**src/qfm_pkg.sv**
```systemverilog
// Purpose: Shared constants and types for the quadrature fault monitor.
// Assumes: 10 MHz system clock, synchronous active-high reset.
// Notes:   Register offsets are byte addresses of 32-bit words.
package qfm_pkg;

  // Clock and timing
  localparam int unsigned CLK_HZ       = 10_000_000;
  localparam int unsigned WIN_MS       = 40;           // Speed gate window, ms
  localparam int unsigned WIN_CYC      = CLK_HZ / 1000 * WIN_MS;
  localparam int unsigned HZ_PER_EDGE  = 1000 / WIN_MS;
  localparam int unsigned FREQ_MIN_HZ  = 10;
  localparam int unsigned FREQ_MAX_HZ  = 300;

  // Input synchroniser bit positions
  localparam int IDX_A    = 0;
  localparam int IDX_B    = 1;
  localparam int IDX_RST  = 2;
  localparam int IDX_BTN  = 3;
  localparam int IDX_INH  = 4;
  localparam int IDX_LOSS = 5;

  // Detector constants
  localparam logic [1:0]  FILT_LAST  = 2'h2;            // Three equal samples accept
  localparam logic [2:0]  QUIET_MAX  = 3'h4;            // Transitions on other phase
  localparam logic [11:0] REV_BASE   = 12'h010;         // 16 pulses at select 0

  // Register map
  localparam logic [7:0] OFS_CTRL   = 8'h00;
  localparam logic [7:0] OFS_THRESH = 8'h04;
  localparam logic [7:0] OFS_STATUS = 8'h08;
  localparam int CTRL_SEL_LSB  = 0;
  localparam int ST_REV_FAULT  = 0;
  localparam int ST_FAIL_A     = 1;
  localparam int ST_FAIL_B     = 2;
  localparam int ST_LOSS       = 3;
  localparam int ST_ZERO       = 4;
  localparam int ST_INHIBIT    = 5;
  localparam int ST_REV_ACTIVE = 6;
  localparam logic [2:0] SEL_RST    = 3'h0;
  localparam logic [8:0] THRESH_RST = 9'h00a;

  typedef enum logic [1:0] {DIR_NONE, DIR_FWD, DIR_REV} dir_t;

  // Register port request
  typedef struct packed {
    logic [7:0]  addr;
    logic [31:0] wdata;
    logic        wr;
    logic        rd;
  } reg_req_t;

  // Whole state of the monitor
  typedef struct packed {
    logic [5:0]  sync1;
    logic [5:0]  sync2;
    logic [1:0]  flt_a;
    logic [1:0]  flt_b;
    logic        pa;
    logic        pb;
    logic        pa_q;
    logic        pb_q;
    logic        rev_active;
    logic [11:0] rev_pulses;
    logic        rev_fault;
    logic        rev_ok;
    logic [2:0]  a_quiet;
    logic [2:0]  b_quiet;
    logic        fail_a;
    logic        fail_b;
    logic        phase_ok;
    logic [18:0] win_cnt;
    logic [15:0] edge_cnt;
    logic        zero_speed;
    logic        aux_a;
    logic        aux_an;
    logic        aux_b;
    logic        aux_bn;
    logic [2:0]  delay_sel;
    logic [8:0]  thresh;
    logic [31:0] rdata;
  } mon_state_t;

  localparam mon_state_t STATE_RST = '{rev_ok:     1'b1,
                                       phase_ok:   1'b1,
                                       zero_speed: 1'b1,
                                       aux_an:     1'b1,
                                       aux_bn:     1'b1,
                                       delay_sel:  SEL_RST,
                                       thresh:     THRESH_RST,
                                       default:    '0};

endpackage

```
**src/quadrature_fault_monitor.sv**
```systemverilog
// Purpose: Reversal, phase-failure and zero-speed monitor for an encoder.
// Assumes: Phases, resets, inhibit and current loss arrive asynchronously.
// Notes:   Relay-style outputs are high while energised or closed.
//
// Contract
// - Watch both phases and flag motion whose order is not forward.
// - A leading B is forward; the opposite order is reversal.
// - After reversal wait 16 to 2048 selected pulses, then drop fault output.
// - Dropped reversal output stays latched until button, reset input or power.
// - Inhibit input held high overrides reversal detection entirely.
// - Phase failure after 4 transitions on one phase without change on other.
// - Failure output closed when healthy, opens on failure, shared with loss.
// - Compare pulse frequency with threshold 10..300 Hz, switch zero-speed output.
// - Zero-speed output reacts to a threshold crossing within under 0.1 s.
// - Auxiliary differential outputs follow A and B edge for edge.
`timescale 1ns/100ps

module quadrature_fault_monitor
#(
  parameter int unsigned WIN_CYCLES = qfm_pkg::WIN_CYC
)
(
  // Clock and reset
  input  wire logic             clk_i,
  input  wire logic             srst_i,
  // Encoder phases
  input  wire logic             phase_a_i,
  input  wire logic             phase_b_i,
  // Control inputs, active high
  input  wire logic             latch_reset_i,
  input  wire logic             reset_button_i,
  input  wire logic             inhibit_i,
  input  wire logic             current_loss_i,
  // Register port
  input  wire qfm_pkg::reg_req_t reg_req_i,
  output logic [31:0]           reg_rdata_o,
  // Fault and speed outputs
  output logic                  reversal_ok_o,
  output logic                  phase_ok_o,
  output logic                  zero_speed_o,
  // Auxiliary differential phase outputs
  output logic                  aux_a_o,
  output logic                  aux_a_n_o,
  output logic                  aux_b_o,
  output logic                  aux_b_n_o
);
  import qfm_pkg::*;

  localparam logic [18:0] WIN_LAST = 19'(WIN_CYCLES - 1);

  mon_state_t r;
  mon_state_t n;

  // Deglitch step: returns accepted level and new run count
  function automatic logic [2:0] filt_step(logic raw, logic cur, logic [1:0] cnt);
    logic [2:0] res;
    if (raw == cur)
    begin
      res = {cur, 2'h0};
    end
    else if (cnt == FILT_LAST)
    begin
      res = {raw, 2'h0};
    end
    else
    begin
      res = {cur, 2'(cnt + 2'h1)};
    end
    return res;
  endfunction

  // Quadrature direction of one state change, A in bit 1
  function automatic dir_t dir_step(logic [1:0] prev, logic [1:0] cur);
    dir_t d;
    case ({prev, cur})
      4'b00_10, 4'b10_11, 4'b11_01, 4'b01_00: d = DIR_FWD;
      4'b00_01, 4'b01_11, 4'b11_10, 4'b10_00: d = DIR_REV;
      default:                                d = DIR_NONE;
    endcase
    return d;
  endfunction

  // Stuck-phase watch: {fail, count} after one cycle
  function automatic logic [3:0] quiet_step(logic own_chg, logic other_chg,
                                            logic [2:0] q, logic fail);
    logic [3:0] res;
    logic [2:0] q1;
    q1 = 3'(q + 3'h1);
    if (own_chg)
    begin
      res = 4'h0;
    end
    else if (other_chg && q != QUIET_MAX)
    begin
      res = {q1 == QUIET_MAX, q1};
    end
    else
    begin
      res = {fail, q};
    end
    return res;
  endfunction

  // Pulse count that ends the reversal delay
  function automatic logic [11:0] rev_limit(logic [2:0] sel);
    return 12'(REV_BASE << sel);
  endfunction

  // Keep threshold inside the supported band
  function automatic logic [8:0] clamp_thr(logic [31:0] v);
    logic [8:0] res;
    if (v > 32'(FREQ_MAX_HZ))
    begin
      res = 9'(FREQ_MAX_HZ);
    end
    else if (v < 32'(FREQ_MIN_HZ))
    begin
      res = 9'(FREQ_MIN_HZ);
    end
    else
    begin
      res = v[8:0];
    end
    return res;
  endfunction

  // Decoded views of the current state
  logic       clr_s;
  logic       inh_s;
  logic       a_chg;
  logic       b_chg;
  logic       a_pulse;
  dir_t       step;
  logic [3:0] qa;
  logic [3:0] qb;
  logic [2:0] fa;
  logic [2:0] fb;
  logic       active_now;

  always_comb
  begin
    clr_s      = r.sync2[IDX_RST] | r.sync2[IDX_BTN];
    inh_s      = r.sync2[IDX_INH];
    a_chg      = r.pa != r.pa_q;
    b_chg      = r.pb != r.pb_q;
    a_pulse    = r.pa & ~r.pa_q;
    step       = dir_step({r.pa_q, r.pb_q}, {r.pa, r.pb});
    qa         = quiet_step(a_chg, b_chg, r.a_quiet, r.fail_a);
    qb         = quiet_step(b_chg, a_chg, r.b_quiet, r.fail_b);
    fa         = filt_step(r.sync2[IDX_A], r.pa, r.flt_a);
    fb         = filt_step(r.sync2[IDX_B], r.pb, r.flt_b);
    active_now = r.rev_active | (step == DIR_REV);
  end

  // Next-state logic for the whole monitor
  always_comb
  begin
    n = r;

    // Two-stage synchronisers; only stage two is read elsewhere
    n.sync1 = {current_loss_i, inhibit_i, reset_button_i,
               latch_reset_i, phase_b_i, phase_a_i};
    n.sync2 = r.sync1;

    // Glitch filter ahead of the decoder
    n.pa    = fa[2];
    n.flt_a = fa[1:0];
    n.pb    = fb[2];
    n.flt_b = fb[1:0];
    n.pa_q  = r.pa;
    n.pb_q  = r.pb;

    // Reversal tracking; forward motion cancels a pending reversal
    if (inh_s)
    begin
      n.rev_active = 1'b0;
      n.rev_pulses = 12'h000;
    end
    else if (step == DIR_FWD)
    begin
      n.rev_active = 1'b0;
      n.rev_pulses = 12'h000;
    end
    else if (active_now)
    begin
      n.rev_active = 1'b1;
      if (a_pulse && r.rev_pulses != rev_limit(r.delay_sel))
      begin
        n.rev_pulses = 12'(r.rev_pulses + 12'h001);
      end
      if (a_pulse && 12'(r.rev_pulses + 12'h001) == rev_limit(r.delay_sel))
      begin
        n.rev_fault = 1'b1;
      end
    end

    // Held reset releases the latch and wins over a trip in the same cycle
    if (clr_s)
    begin
      n.rev_fault  = 1'b0;
      n.rev_pulses = 12'h000;
      n.rev_active = 1'b0;
    end

    // Relay drive has its own flop so the pin never passes through an inverter
    n.rev_ok = ~n.rev_fault;

    // Stuck-phase detectors clear as soon as the quiet phase moves
    n.fail_a   = qa[3];
    n.a_quiet  = qa[2:0];
    n.fail_b   = qb[3];
    n.b_quiet  = qb[2:0];
    n.phase_ok = ~(r.fail_a | r.fail_b | r.sync2[IDX_LOSS]);

    // Gate-time frequency meter; two windows bound the response time
    if (r.win_cnt == WIN_LAST)
    begin
      n.win_cnt    = 19'h00000;
      n.edge_cnt   = {15'h0000, a_pulse};
      n.zero_speed = ({5'h00, r.edge_cnt} * 21'(HZ_PER_EDGE)) < {12'h000, r.thresh};
    end
    else
    begin
      n.win_cnt = 19'(r.win_cnt + 19'h00001);
      if (a_pulse && r.edge_cnt != 16'hffff)
      begin
        n.edge_cnt = 16'(r.edge_cnt + 16'h0001);
      end
    end

    // Auxiliary drivers taken straight from the synchronised pins
    n.aux_a  = r.sync2[IDX_A];
    n.aux_an = ~r.sync2[IDX_A];
    n.aux_b  = r.sync2[IDX_B];
    n.aux_bn = ~r.sync2[IDX_B];

    // Register writes; unmapped offsets are ignored
    if (reg_req_i.wr)
    begin
      if (reg_req_i.addr == OFS_CTRL)
      begin
        n.delay_sel = reg_req_i.wdata[CTRL_SEL_LSB +: 3];
      end
      else if (reg_req_i.addr == OFS_THRESH)
      begin
        n.thresh = clamp_thr(reg_req_i.wdata);
      end
    end

    // Register reads answer in the following cycle only
    n.rdata = 32'h00000000;
    if (reg_req_i.rd)
    begin
      if (reg_req_i.addr == OFS_CTRL)
      begin
        n.rdata = {29'h00000000, r.delay_sel};
      end
      else if (reg_req_i.addr == OFS_THRESH)
      begin
        n.rdata = {23'h000000, r.thresh};
      end
      else if (reg_req_i.addr == OFS_STATUS)
      begin
        n.rdata[ST_REV_FAULT]  = r.rev_fault;
        n.rdata[ST_FAIL_A]     = r.fail_a;
        n.rdata[ST_FAIL_B]     = r.fail_b;
        n.rdata[ST_LOSS]       = r.sync2[IDX_LOSS];
        n.rdata[ST_ZERO]       = r.zero_speed;
        n.rdata[ST_INHIBIT]    = inh_s;
        n.rdata[ST_REV_ACTIVE] = r.rev_active;
      end
    end
  end

  // State register
  always_ff @(posedge clk_i)
  begin
    if (srst_i)
    begin
      r <= STATE_RST;
    end
    else
    begin
      r <= n;
    end
  end

  // Outputs come straight from state flops
  assign reg_rdata_o   = r.rdata;
  assign reversal_ok_o = r.rev_ok;
  assign phase_ok_o    = r.phase_ok;
  assign zero_speed_o  = r.zero_speed;
  assign aux_a_o       = r.aux_a;
  assign aux_a_n_o     = r.aux_an;
  assign aux_b_o       = r.aux_b;
  assign aux_b_n_o     = r.aux_bn;
endmodule

```
**config.mk**
```make
export PLATFORM = sky130hd
export DESIGN_NAME = quadrature_fault_monitor
export DESIGN_NICKNAME = d
export VERILOG_FILES = /design/src/qfm_pkg.sv /design/src/quadrature_fault_monitor.sv
export SDC_FILE = /design/constraint.sdc
export NUM_CORES = 1
export LEC_CHECK = 0
export ABC_CLOCK_PERIOD_IN_PS = 6400
export BUFFER_PORTS_ARGS = -buffer_cell sky130_fd_sc_hd__buf_2
export CAP_MARGIN = 0
export CORE_ASPECT_RATIO = 0.5
export CORE_MARGIN = 2
export CORE_UTILIZATION = 29
export DETAILED_ROUTE_END_ITERATION = 7
export PLACE_DENSITY_LB_ADDON = 0.05
export SLEW_MARGIN = 40
export SYNTH_ARGS = -nofsm -noshare
export SYNTH_HDL_FRONTEND = slang
export SYNTH_SLANG_ARGS = --single-unit
export TNS_END_PERCENT = 1
```
**constraint.sdc**
```tcl
create_clock -name clk_i -period 6.4 [get_ports clk_i]
set_input_delay 1.28 -clock clk_i [delete_from_list [all_inputs] [get_ports clk_i]]
set_output_delay 1.28 -clock clk_i [all_outputs]
set_load 0.03 [all_outputs]
```
* Yosys cells after proc, flatten, opt, wreduce, memory -nomap -nowiden
Memory sizes are Yosys's and may differ from the RTL's.
Cells that the tools add are included.
** Cells by class
- $add $sub $neg :: 7
- Multipliers :: 1
- Order comparisons :: 3
- Equal/unequal tests :: 18
- Shifts and indexed selects :: 1
- Multiplexer cells :: 13
- Bitwise logic cells :: 15
- Reductions and logical operators :: 21
** Operator list (number)
- 32-bit by 9-bit > comparator with 1-bit output (second input constant) :: 1
- 32-bit by 4-bit < comparator with 1-bit output (second input constant) :: 1
- 21-bit by 9-bit < comparator with 1-bit output :: 1
- 16-bit by 5-bit multiplier with 21-bit output (second input constant) :: 1
- 19-bit by 1-bit adder with 19-bit output (second input constant) :: 1
- 19-bit == test (second input constant) :: 1
- 9-bit two-way mux :: 2
- 16-bit by 1-bit adder with 16-bit output (second input constant) :: 1
- 16-bit inequality test (second input constant) :: 1
- 14-bit two-way mux :: 1
- 7-bit two-way mux :: 2
- 12-bit by 1-bit adder with 12-bit output (second input constant) :: 1
- 12-bit == test :: 1
- 12-bit two-way mux :: 1
- 12-bit inequality test :: 1
- 5-bit by 3-bit left shift with 12-bit output (first input constant) :: 1
- 1-bit inverter :: 10
- 3-bit OR reduction :: 3
- 8-bit by 3-bit == test with 1-bit output (second input constant) :: 1
- 8-bit by 4-bit == test with 1-bit output (second input constant) :: 1
- 8-bit logical NOT :: 1
- 2-bit AND reduction :: 4
- 2-bit OR reduction :: 4
- 4-bit OR reduction :: 2
- other kinds (15) :: 35
** Storage, ports and cells
- Register bits :: 105
- Memory bits (read-only) :: 32
- Output and inout bits :: 39
- Logic and storage cells :: 110
- Memories kept :: 1
** Memory list
- (no name shown) :: words 16, bits a word 2, read ports 1, clocked after memory_dff 0, wr ports 0, line quadrature_fault_monitor.sv:75 : case ({prev, cur})

* Depth between registers and ports, before layout
Gate-level depths: netlist of run 1.
- Depth in word-level cells :: 9
- Depth in mapped cells :: 18
- Mapped depth without buffers :: 18

* Least setup slack after synthesis of run 1
OpenSTA, ideal clock, no wires.
- Path kind :: register to register
- From :: register r[51] (netlist name)
- To :: register r, in the netlist zero_speed_o
- Data arrival time :: 3.707 ns
- Data required time :: 6.331 ns
- Slack :: 2.624 ns
- Stages on the path, launching flop included :: 17
- Path buffers :: 0
- Period minus slack after synthesis :: 3.776 ns
- Path through :: dfxtp_1 > ha_1 > ha_1 > fa_1 > ha_1 > a21oi_1 > o21bai_1 > xor2_1 > ha_1 > and4_1 > and2_1 > a2111oi_2 > and4_1 > nand4_1 > nor4b_2 > nand4_1 > o21ai_1
** On the way
- Longest elaborated chain between the ends :: 2
** Ends and longest elaborated chain
- start: declaration :: line quadrature_fault_monitor.sv:51 : mon_state_t r;
- start signal: assignment :: line quadrature_fault_monitor.sv:284 : r <= n;
- 16-bit by 5-bit multiplier with 21-bit output :: line quadrature_fault_monitor.sv:220 : n.zero_speed = ({5'h00, r.edge_cnt} * 21'(HZ_PER_EDGE)) < {12'h000, r.thresh};
- 21-bit by 9-bit < comparator with 1-bit output :: line quadrature_fault_monitor.sv:220
Every way passes these cells.
A chain may end at the register's enable or synchronous reset.

* Final worst setup path of run 1
- From :: register r[52] (netlist name)
- To :: register r, in the netlist zero_speed_o
The elaborated chain is that of the path after synthesis.

==> results of run 1 <==
## kinds of logic (layout without fill, tap and decap cells)
group | count (synthesis) | count (layout) | synth area share, %
other | 1 | 23 | 0.0538
flip-flops | 105 | 105 | 30.2
multiplexers | 14 | 14 | 2.05
adder cells (fa/ha/maj) | 87 | 87 | 16.8
AND/OR/NAND/NOR | 291 | 291 | 21.5
AO/OA/AOI/OAI | 116 | 116 | 10.8
XOR/XNOR | 66 | 66 | 8.29
buffers and inverters | 150 | 166 | 10.4
## metrics by stage
stage	cell area, sq um	power [mW]	utilization [%]	hold WS, ns	worst slack, ns
6_report	7670	1.28	32.2	0.413	2.29
5_1_grt	7670	1.34	32.2	0.429	2.01
4_1_cts	7670	1.32	32.2	0.412	2.26
3_5_place_dp	7390	0.745	31.0	0.401	2.30
3_3_place_gp	7370	0.744	31.0	0.399	2.39
2_1_floorplan	7050	0.730	-	0.391	2.62
## worst max path at each step
stage,cells past startpoint,slack (ns),to
2_1_floorplan,16,2.62,zero_speed_o$_SDFFE_PP1P_
3_3_place_gp,16,2.39,zero_speed_o$_SDFFE_PP1P_
3_5_place_dp,16,2.30,zero_speed_o$_SDFFE_PP1P_
4_1_cts,16,2.26,zero_speed_o$_SDFFE_PP1P_
5_1_grt,16,2.01,zero_speed_o$_SDFFE_PP1P_
6_report,16,2.29,zero_speed_o$_SDFFE_PP1P_
## flip-flops by register name (all words and copies together), names as in the netlist
signal and cells:
aux_a_n_o 1, aux_a_o 1, aux_b_n_o 1, aux_b_o 1
inh_s 1, n 10, phase_ok_o 1, r 78
reg_rdata_o 9, reversal_ok_o 1, zero_speed_o 1
## worst max-delay path, cell delays in order, from the launching register on
cell and delay [ns]:
dfxtp_1 0.42, ha_1 0.27, ha_1 0.31, fa_1 0.46
ha_1 0.36, a21oi_1 0.21, o21bai_1 0.10, xor2_1 0.15
ha_1 0.29, and4_1 0.20, and2_1 0.18, a2111oi_2 0.26
and4_1 0.23, nand4_1 0.11, nor4b_2 0.23, nand4_1 0.13
o21ai_1 0.15
## power by group through the flow
| stage | combinational (mW) | clock [mW] | sequential (mW) |
|---|---|---|---|
| global route | 0.0724 | 0.604 | 0.664 |
| floorplan | 0.0514 | 0 | 0.679 |
| detailed placement | 0.0663 | 0 | 0.679 |
| finish | 0.0653 | 0.550 | 0.663 |
| CTS | 0.0664 | 0.587 | 0.663 |
| global placement | 0.0657 | 0 | 0.678 |
## placed cells by master, fill, tap and decap left out, types with 3 or more instances in the layout
cell	n
o21a_1	3
nor3b_1	6
nand3_1	31
clkbuf_16	9
a22oi_1	9
xor2_1	31
xnor2_1	35
nand4_1	19
nor3_2	3
nor4_1	9
buf_2	65
conb_1	23
and4_1	7
dfxtp_1	105
nor3_1	7
nand2b_1	11
and3_1	7
or3_1	6
nand2_1	35
a211oi_1	5
fa_1	11
inv_1	83
o21ai_1	4
a21oi_1	34
nor2b_1	17
or4_1	3
ha_1	75
o21ai_0	27
mux2i_1	12
nor2_1	111
or2_2	4
nand3b_1	3
## area by class of cell
class,count,area (sq um),share of cell area (%)
repair buffers,66,333,4.34
clock buffers,11,233,3.03
well taps,315,394,5.14
multi-input cells,597,4250,55.4
clock inverters,5,46.3,0.604
flip-flops and latches,105,2100,27.4
inverters,84,315,4.11
## routing by layer
metal  track usage [%]  wire [microns]  vias to the layer above  share of wire, %
met3              3.48             428                       11               2.6
met1              18.0            8210                     2563                51
met5                 0               0                        -                 0
met2              21.4            7390                       50                46
met4              3.64             155                        0              0.96
li1                  -               -                     2829                 -
==> out/qor.yml, run 1 <==
outcome:
  outcome: "complete, no violations"
timing:
  tns_ns: 0
  hold_viol: 0
  setup_viol: 0
  finalMaxSlewViolations: 0
  tightest_slew_ns: 0.686
  fin_crit_sh_pct: 64.2
  rsz0062_at_grt: "false"
  period_needed_ns: 4.11
  slew_headroom_pct: 54.3
  fmax_mhz: 243
  fin_skew_ns: 0.00699
clock_tree:
  clock-root-buffer: "clkbuf_16"
  cts_tree: "built"
  clk_latency_ns: 0.37
  cts_sinks: 105
  cts_htree_levels: 3
  cts_setup_buffers: 0
  cts_buffers: 9
  clk_path_buf_depth: 2
  ctsHoldBuffers: 0
  clk_pin_slew_worst_paths_ns: 0.08
  postCtsResizedCells: 0
synthesis:
  synth.yosys.seq_area_share_pct: 30.2
  synthDominantCellAreaShare_pct: 30.2
  synth-main-ff-cell: "dfxtp_1"
  synth_commonest_cells: "nor2_1 (111), dfxtp_1 (105), inv_1 (83)"
  ys_types: 70
  ys_ff_latch: 105
  avgSynthCellArea_sq_um: 8.40
  yosys_warnings: 0
  yosys.area.top_type: "dfxtp_1"
  synth_edf_count: 0
  yosys-top-cells-area: "dfxtp_1 (30%), ha_1 (13%), nor2_1 (6.0%)"
  synth_cells: 830
  async_reset_ff_share_pct: 0
  post-synth-top-count-cell: "nor2_1"
  synth_area_sq_um: 6970
place:
  dp_hpwl_microns: 12600
  numPortBuffers: 65
  place.gp.congestion: 0.756
  place_inst: 1167
setup_path:
  worstSetupStartpointType: "flip-flop"
  end_kind: "flip-flop"
  crit_type: "flip-flop to flip-flop"
  cp.required_ns: 6.71
  path_max_fanout: 4
  reg2regPathDepth: 16
  cp-startpoint: "r[52]$_SDFFE_PP0P_"
  cp_data_arrival_time_ns: 4.42
  rr_endpoint: "zero_speed_o$_SDFFE_PP1P_"
  reg2reg_from: "r[52]$_SDFFE_PP0P_"
  reg2reg_setup_slack_ns: 2.29
die:
  rows: 40
  die-area_sq_um: 25400
  start_util_pct: 29.3
  fp.dieW_microns: 223
  die_h_microns: 114
  pin_count: 89
  core_area_sq_um: 23800
min_path:
  min_path_cells: 1
  worstHoldPathType: "flip-flop to flip-flop"
  hp-start: "r[112]$_SDFF_PP0_"
  min_to: "r[112]$_SDFF_PP0_"
cells_and_area:
  nFillCells: 2610
  diodes: 0
  area_delta_synth_final_pct: 10.0
  finalNetCount: 999
  fin_cells: 1183
  layout-drive-gt1-share_pct: 11.4
global_route:
  grt_antenna_before_repair: 0
  grt_max_degree: 45
  grt_remaining_overflow: 0
  grt_usage_pct: 13.4
  grt_pass1_wl_microns: 26700
  first_global_vias: 5215
pwr:
  p_leak_nw: 3.35
  p_per_area_nw_per_um2: 167
  seqPwrFrac_pct: 51.9
  netSwitchingPower_mw: 0.327
  internal-power_mw: 0.951
  vdd_drop_max_mv: 0.0888
  swShare_pct: 25.6
  power_frac_clock_pct: 43.0
  combPwrFrac_pct: 5.1
detailed_routing:
  via_per_inst: 4.61
  first_iter_violations: 210
  ant_nets: 0
  via_count: 5453
  route.detailed.drc: 0
  firstDrtPassIters: 4
  post_drt_wl_per_cell_microns: 13.7
  wl_microns: 16200
flow_run:
  drv_cap: 0
Power figures use the tool's default switching activity.
==> inputs of run 2 (changes only) <==
--- a/config.mk
+++ b/config.mk
@@ -5,7 +5,7 @@
 export SDC_FILE = /design/constraint.sdc
 export NUM_CORES = 1
 export LEC_CHECK = 0
-export ABC_CLOCK_PERIOD_IN_PS = 6400
+export ABC_CLOCK_PERIOD_IN_PS = 4300
 export BUFFER_PORTS_ARGS = -buffer_cell sky130_fd_sc_hd__buf_2
 export CAP_MARGIN = 0
 export CORE_ASPECT_RATIO = 0.5
==> constraint.sdc (replaced) <==
create_clock -name clk_i -period 4.3 [get_ports clk_i]
set_input_delay 0.86 -clock clk_i [delete_from_list [all_inputs] [get_ports clk_i]]
set_output_delay 0.86 -clock clk_i [all_outputs]
set_load 0.03 [all_outputs]
==> out/qor.yml, run 2 (synthesis gave the netlist of run 1 again) <==
outcome:
  outcome: "complete, no violations"
place:
  dp_hpwl_microns: 12700
  numPortBuffers: 65
  place.gp.congestion: 0.777
cells_and_area:
  diodes: 0
  area_delta_synth_final_pct: 11.2
  largest_register_ffs: 78
  regMostFlops: "r"
  finalNetCount: 1001
  final_common_cell: "nor2_1"
  final_cell_mix: "nor2_1 (111), dfxtp_1 (101), inv_1 (83)"
  layout-drive-gt1-share_pct: 12.7
clock_tree:
  cts_buffers: 9
  clock-root-buffer: "clkbuf_16"
  cts_htree_levels: 3
  cts_sinks: 105
  clk_latency_ns: 0.37
  clk_pin_slew_worst_paths_ns: 0.08
  clk_path_buf_depth: 2
  ctsHoldBuffers: 0
  cts_tree: "built"
pwr:
  totalPowerFinal_mw: 1.98
  p_per_area_nw_per_um2: 255
  p_leak_nw: 3.36
  vdd_drop_max_mv: 0.144
die:
  die_h_microns: 114
  die-area_sq_um: 25400
  fp.dieW_microns: 223
  core_area_sq_um: 23800
  start_util_pct: 29.3
  rows: 40
  pin_count: 89
global_route:
  grt_antenna_before_repair: 0
  grt_pass1_wl_microns: 26900
  grt_max_degree: 44
  grt_remaining_overflow: 0
  grt_usage_pct: 13.5
  first_global_vias: 5228
setup_path:
  reg2reg_setup_slack_ns: 0.27
  worstSetupStartpointType: "flip-flop"
  rr_endpoint: "zero_speed_o$_SDFFE_PP1P_"
  crit_type: "flip-flop to flip-flop"
  cp.required_ns: 4.61
  end_kind: "flip-flop"
  path_max_fanout: 4
  reg2regPathDepth: 16
  cp_data_arrival_time_ns: 4.34
  cp-startpoint: "r[50]$_SDFFE_PP0P_"
  reg2reg_from: "r[50]$_SDFFE_PP0P_"
  endpoint: "zero_speed_o$_SDFFE_PP1P_"
timing:
  hold_viol: 0
  tns_ns: 0
  setup_viol: 0
  slew_headroom_pct: 54.7
  rsz0062_at_grt: "false"
  fin_crit_sh_pct: 93.8
  tightest_slew_ns: 0.680
  finalMaxSlewViolations: 0
  fmax_mhz: 248
  period_needed_ns: 4.03
  fin_skew_ns: 0.00817
detailed_routing:
  firstDrtPassIters: 5
  via_count: 5545
  ant_nets: 0
  post_drt_wl_per_cell_microns: 13.7
  first_iter_violations: 238
  via_per_inst: 4.68
  route.detailed.drc: 0
  wl_microns: 16300
flow_run:
  drv_cap: 0
min_path:
  worstHoldPathType: "flip-flop to flip-flop"
  hp-start: "r[114]$_SDFF_PP0_"
-- run 2: cell count changes in the layout (fill, tap and decap cells not counted) --
cell,previous run,this run
dfxtp_1,105,101
ha_2,0,1
ha_4,0,2
clkinv_8,0,1
bufinv_16,0,1
dfxtp_2,0,4
ha_1,75,72
a21oi_1,34,33
clkinv_4,2,1
buf_4,1,3
clkbuf_1,2,0
a21oi_2,0,1
-- run 2: layout make-up --
cell class,instances,area [sq um]
flip-flops and latches,105,2110
inverters,84,315
clock buffers,9,225
fillers,2574,16100
clock inverters,6,83.8
repair buffers,68,348
well taps,315,394
multi-input cells,597,4280
-- run 2: repair_timing --
| item | 4_1_cts | 5_1_grt |
|---|---|---|
| endpoints found under the setup margin | 0 | 1 |
| buffers inserted | 0 | 0 |
| gates resized for setup | 0 | 8 |
-- run 2: power by group --
part	total, mW	leakage [nW]	internal, mW	switching, mW
registers	0.986	0.852	0.981	0.00539
logic	0.0988	2.36	0.0309	0.0679
clock network	0.892	0.151	0.463	0.428
total	1.98	3.36	1.48	0.502
-- run 2: worst min-delay path by stage --
stage / depth (start not counted) / slack (ns) / end
global route: 1 / 0.44 / r[114]$_SDFF_PP0_
detailed placement: 1 / 0.40 / r[114]$_SDFF_PP0_
global placement: 1 / 0.40 / r[112]$_SDFF_PP0_
floorplan: 1 / 0.39 / r[112]$_SDFF_PP0_
CTS: 1 / 0.42 / r[114]$_SDFF_PP0_
finish: 1 / 0.41 / r[114]$_SDFF_PP0_
-- run 2: worst max-delay path, cell delays in order (launching register included) --
cell	delay (ns)
dfxtp_2	0.35
ha_1	0.29
ha_1	0.30
ha_1	0.32
fa_1	0.49
a21oi_2	0.19
o21bai_1	0.09
xor2_1	0.15
ha_1	0.29
and4_1	0.19
and2_1	0.17
a2111oi_2	0.26
and4_1	0.23
nand4_1	0.11
nor4b_2	0.28
nand4_1	0.14
o21ai_1	0.14
-- run 2: metal layers --
metal	vias up	share of wire [%]	GRT usage [%]
li1	2836	-	-
met1	2635	50	18.0
met2	61	46	21.8
met3	13	2.9	3.40
met4	0	1.3	3.78
met5	-	0	0
-- run 2: through the flow --
step                worst slack (ns)  cells  area (sq um)  hold slack, ns  util, %
floorplan                      0.524    852          7050           0.391        -
detailed placement             0.206   1169          7400           0.404     31.1
global route                 0.00935   1184          7750           0.437     32.5
CTS                            0.174   1184          7710           0.416     32.4
finish                         0.265   1184          7750           0.413     32.5
global placement               0.300   1169          7390           0.398     31.0
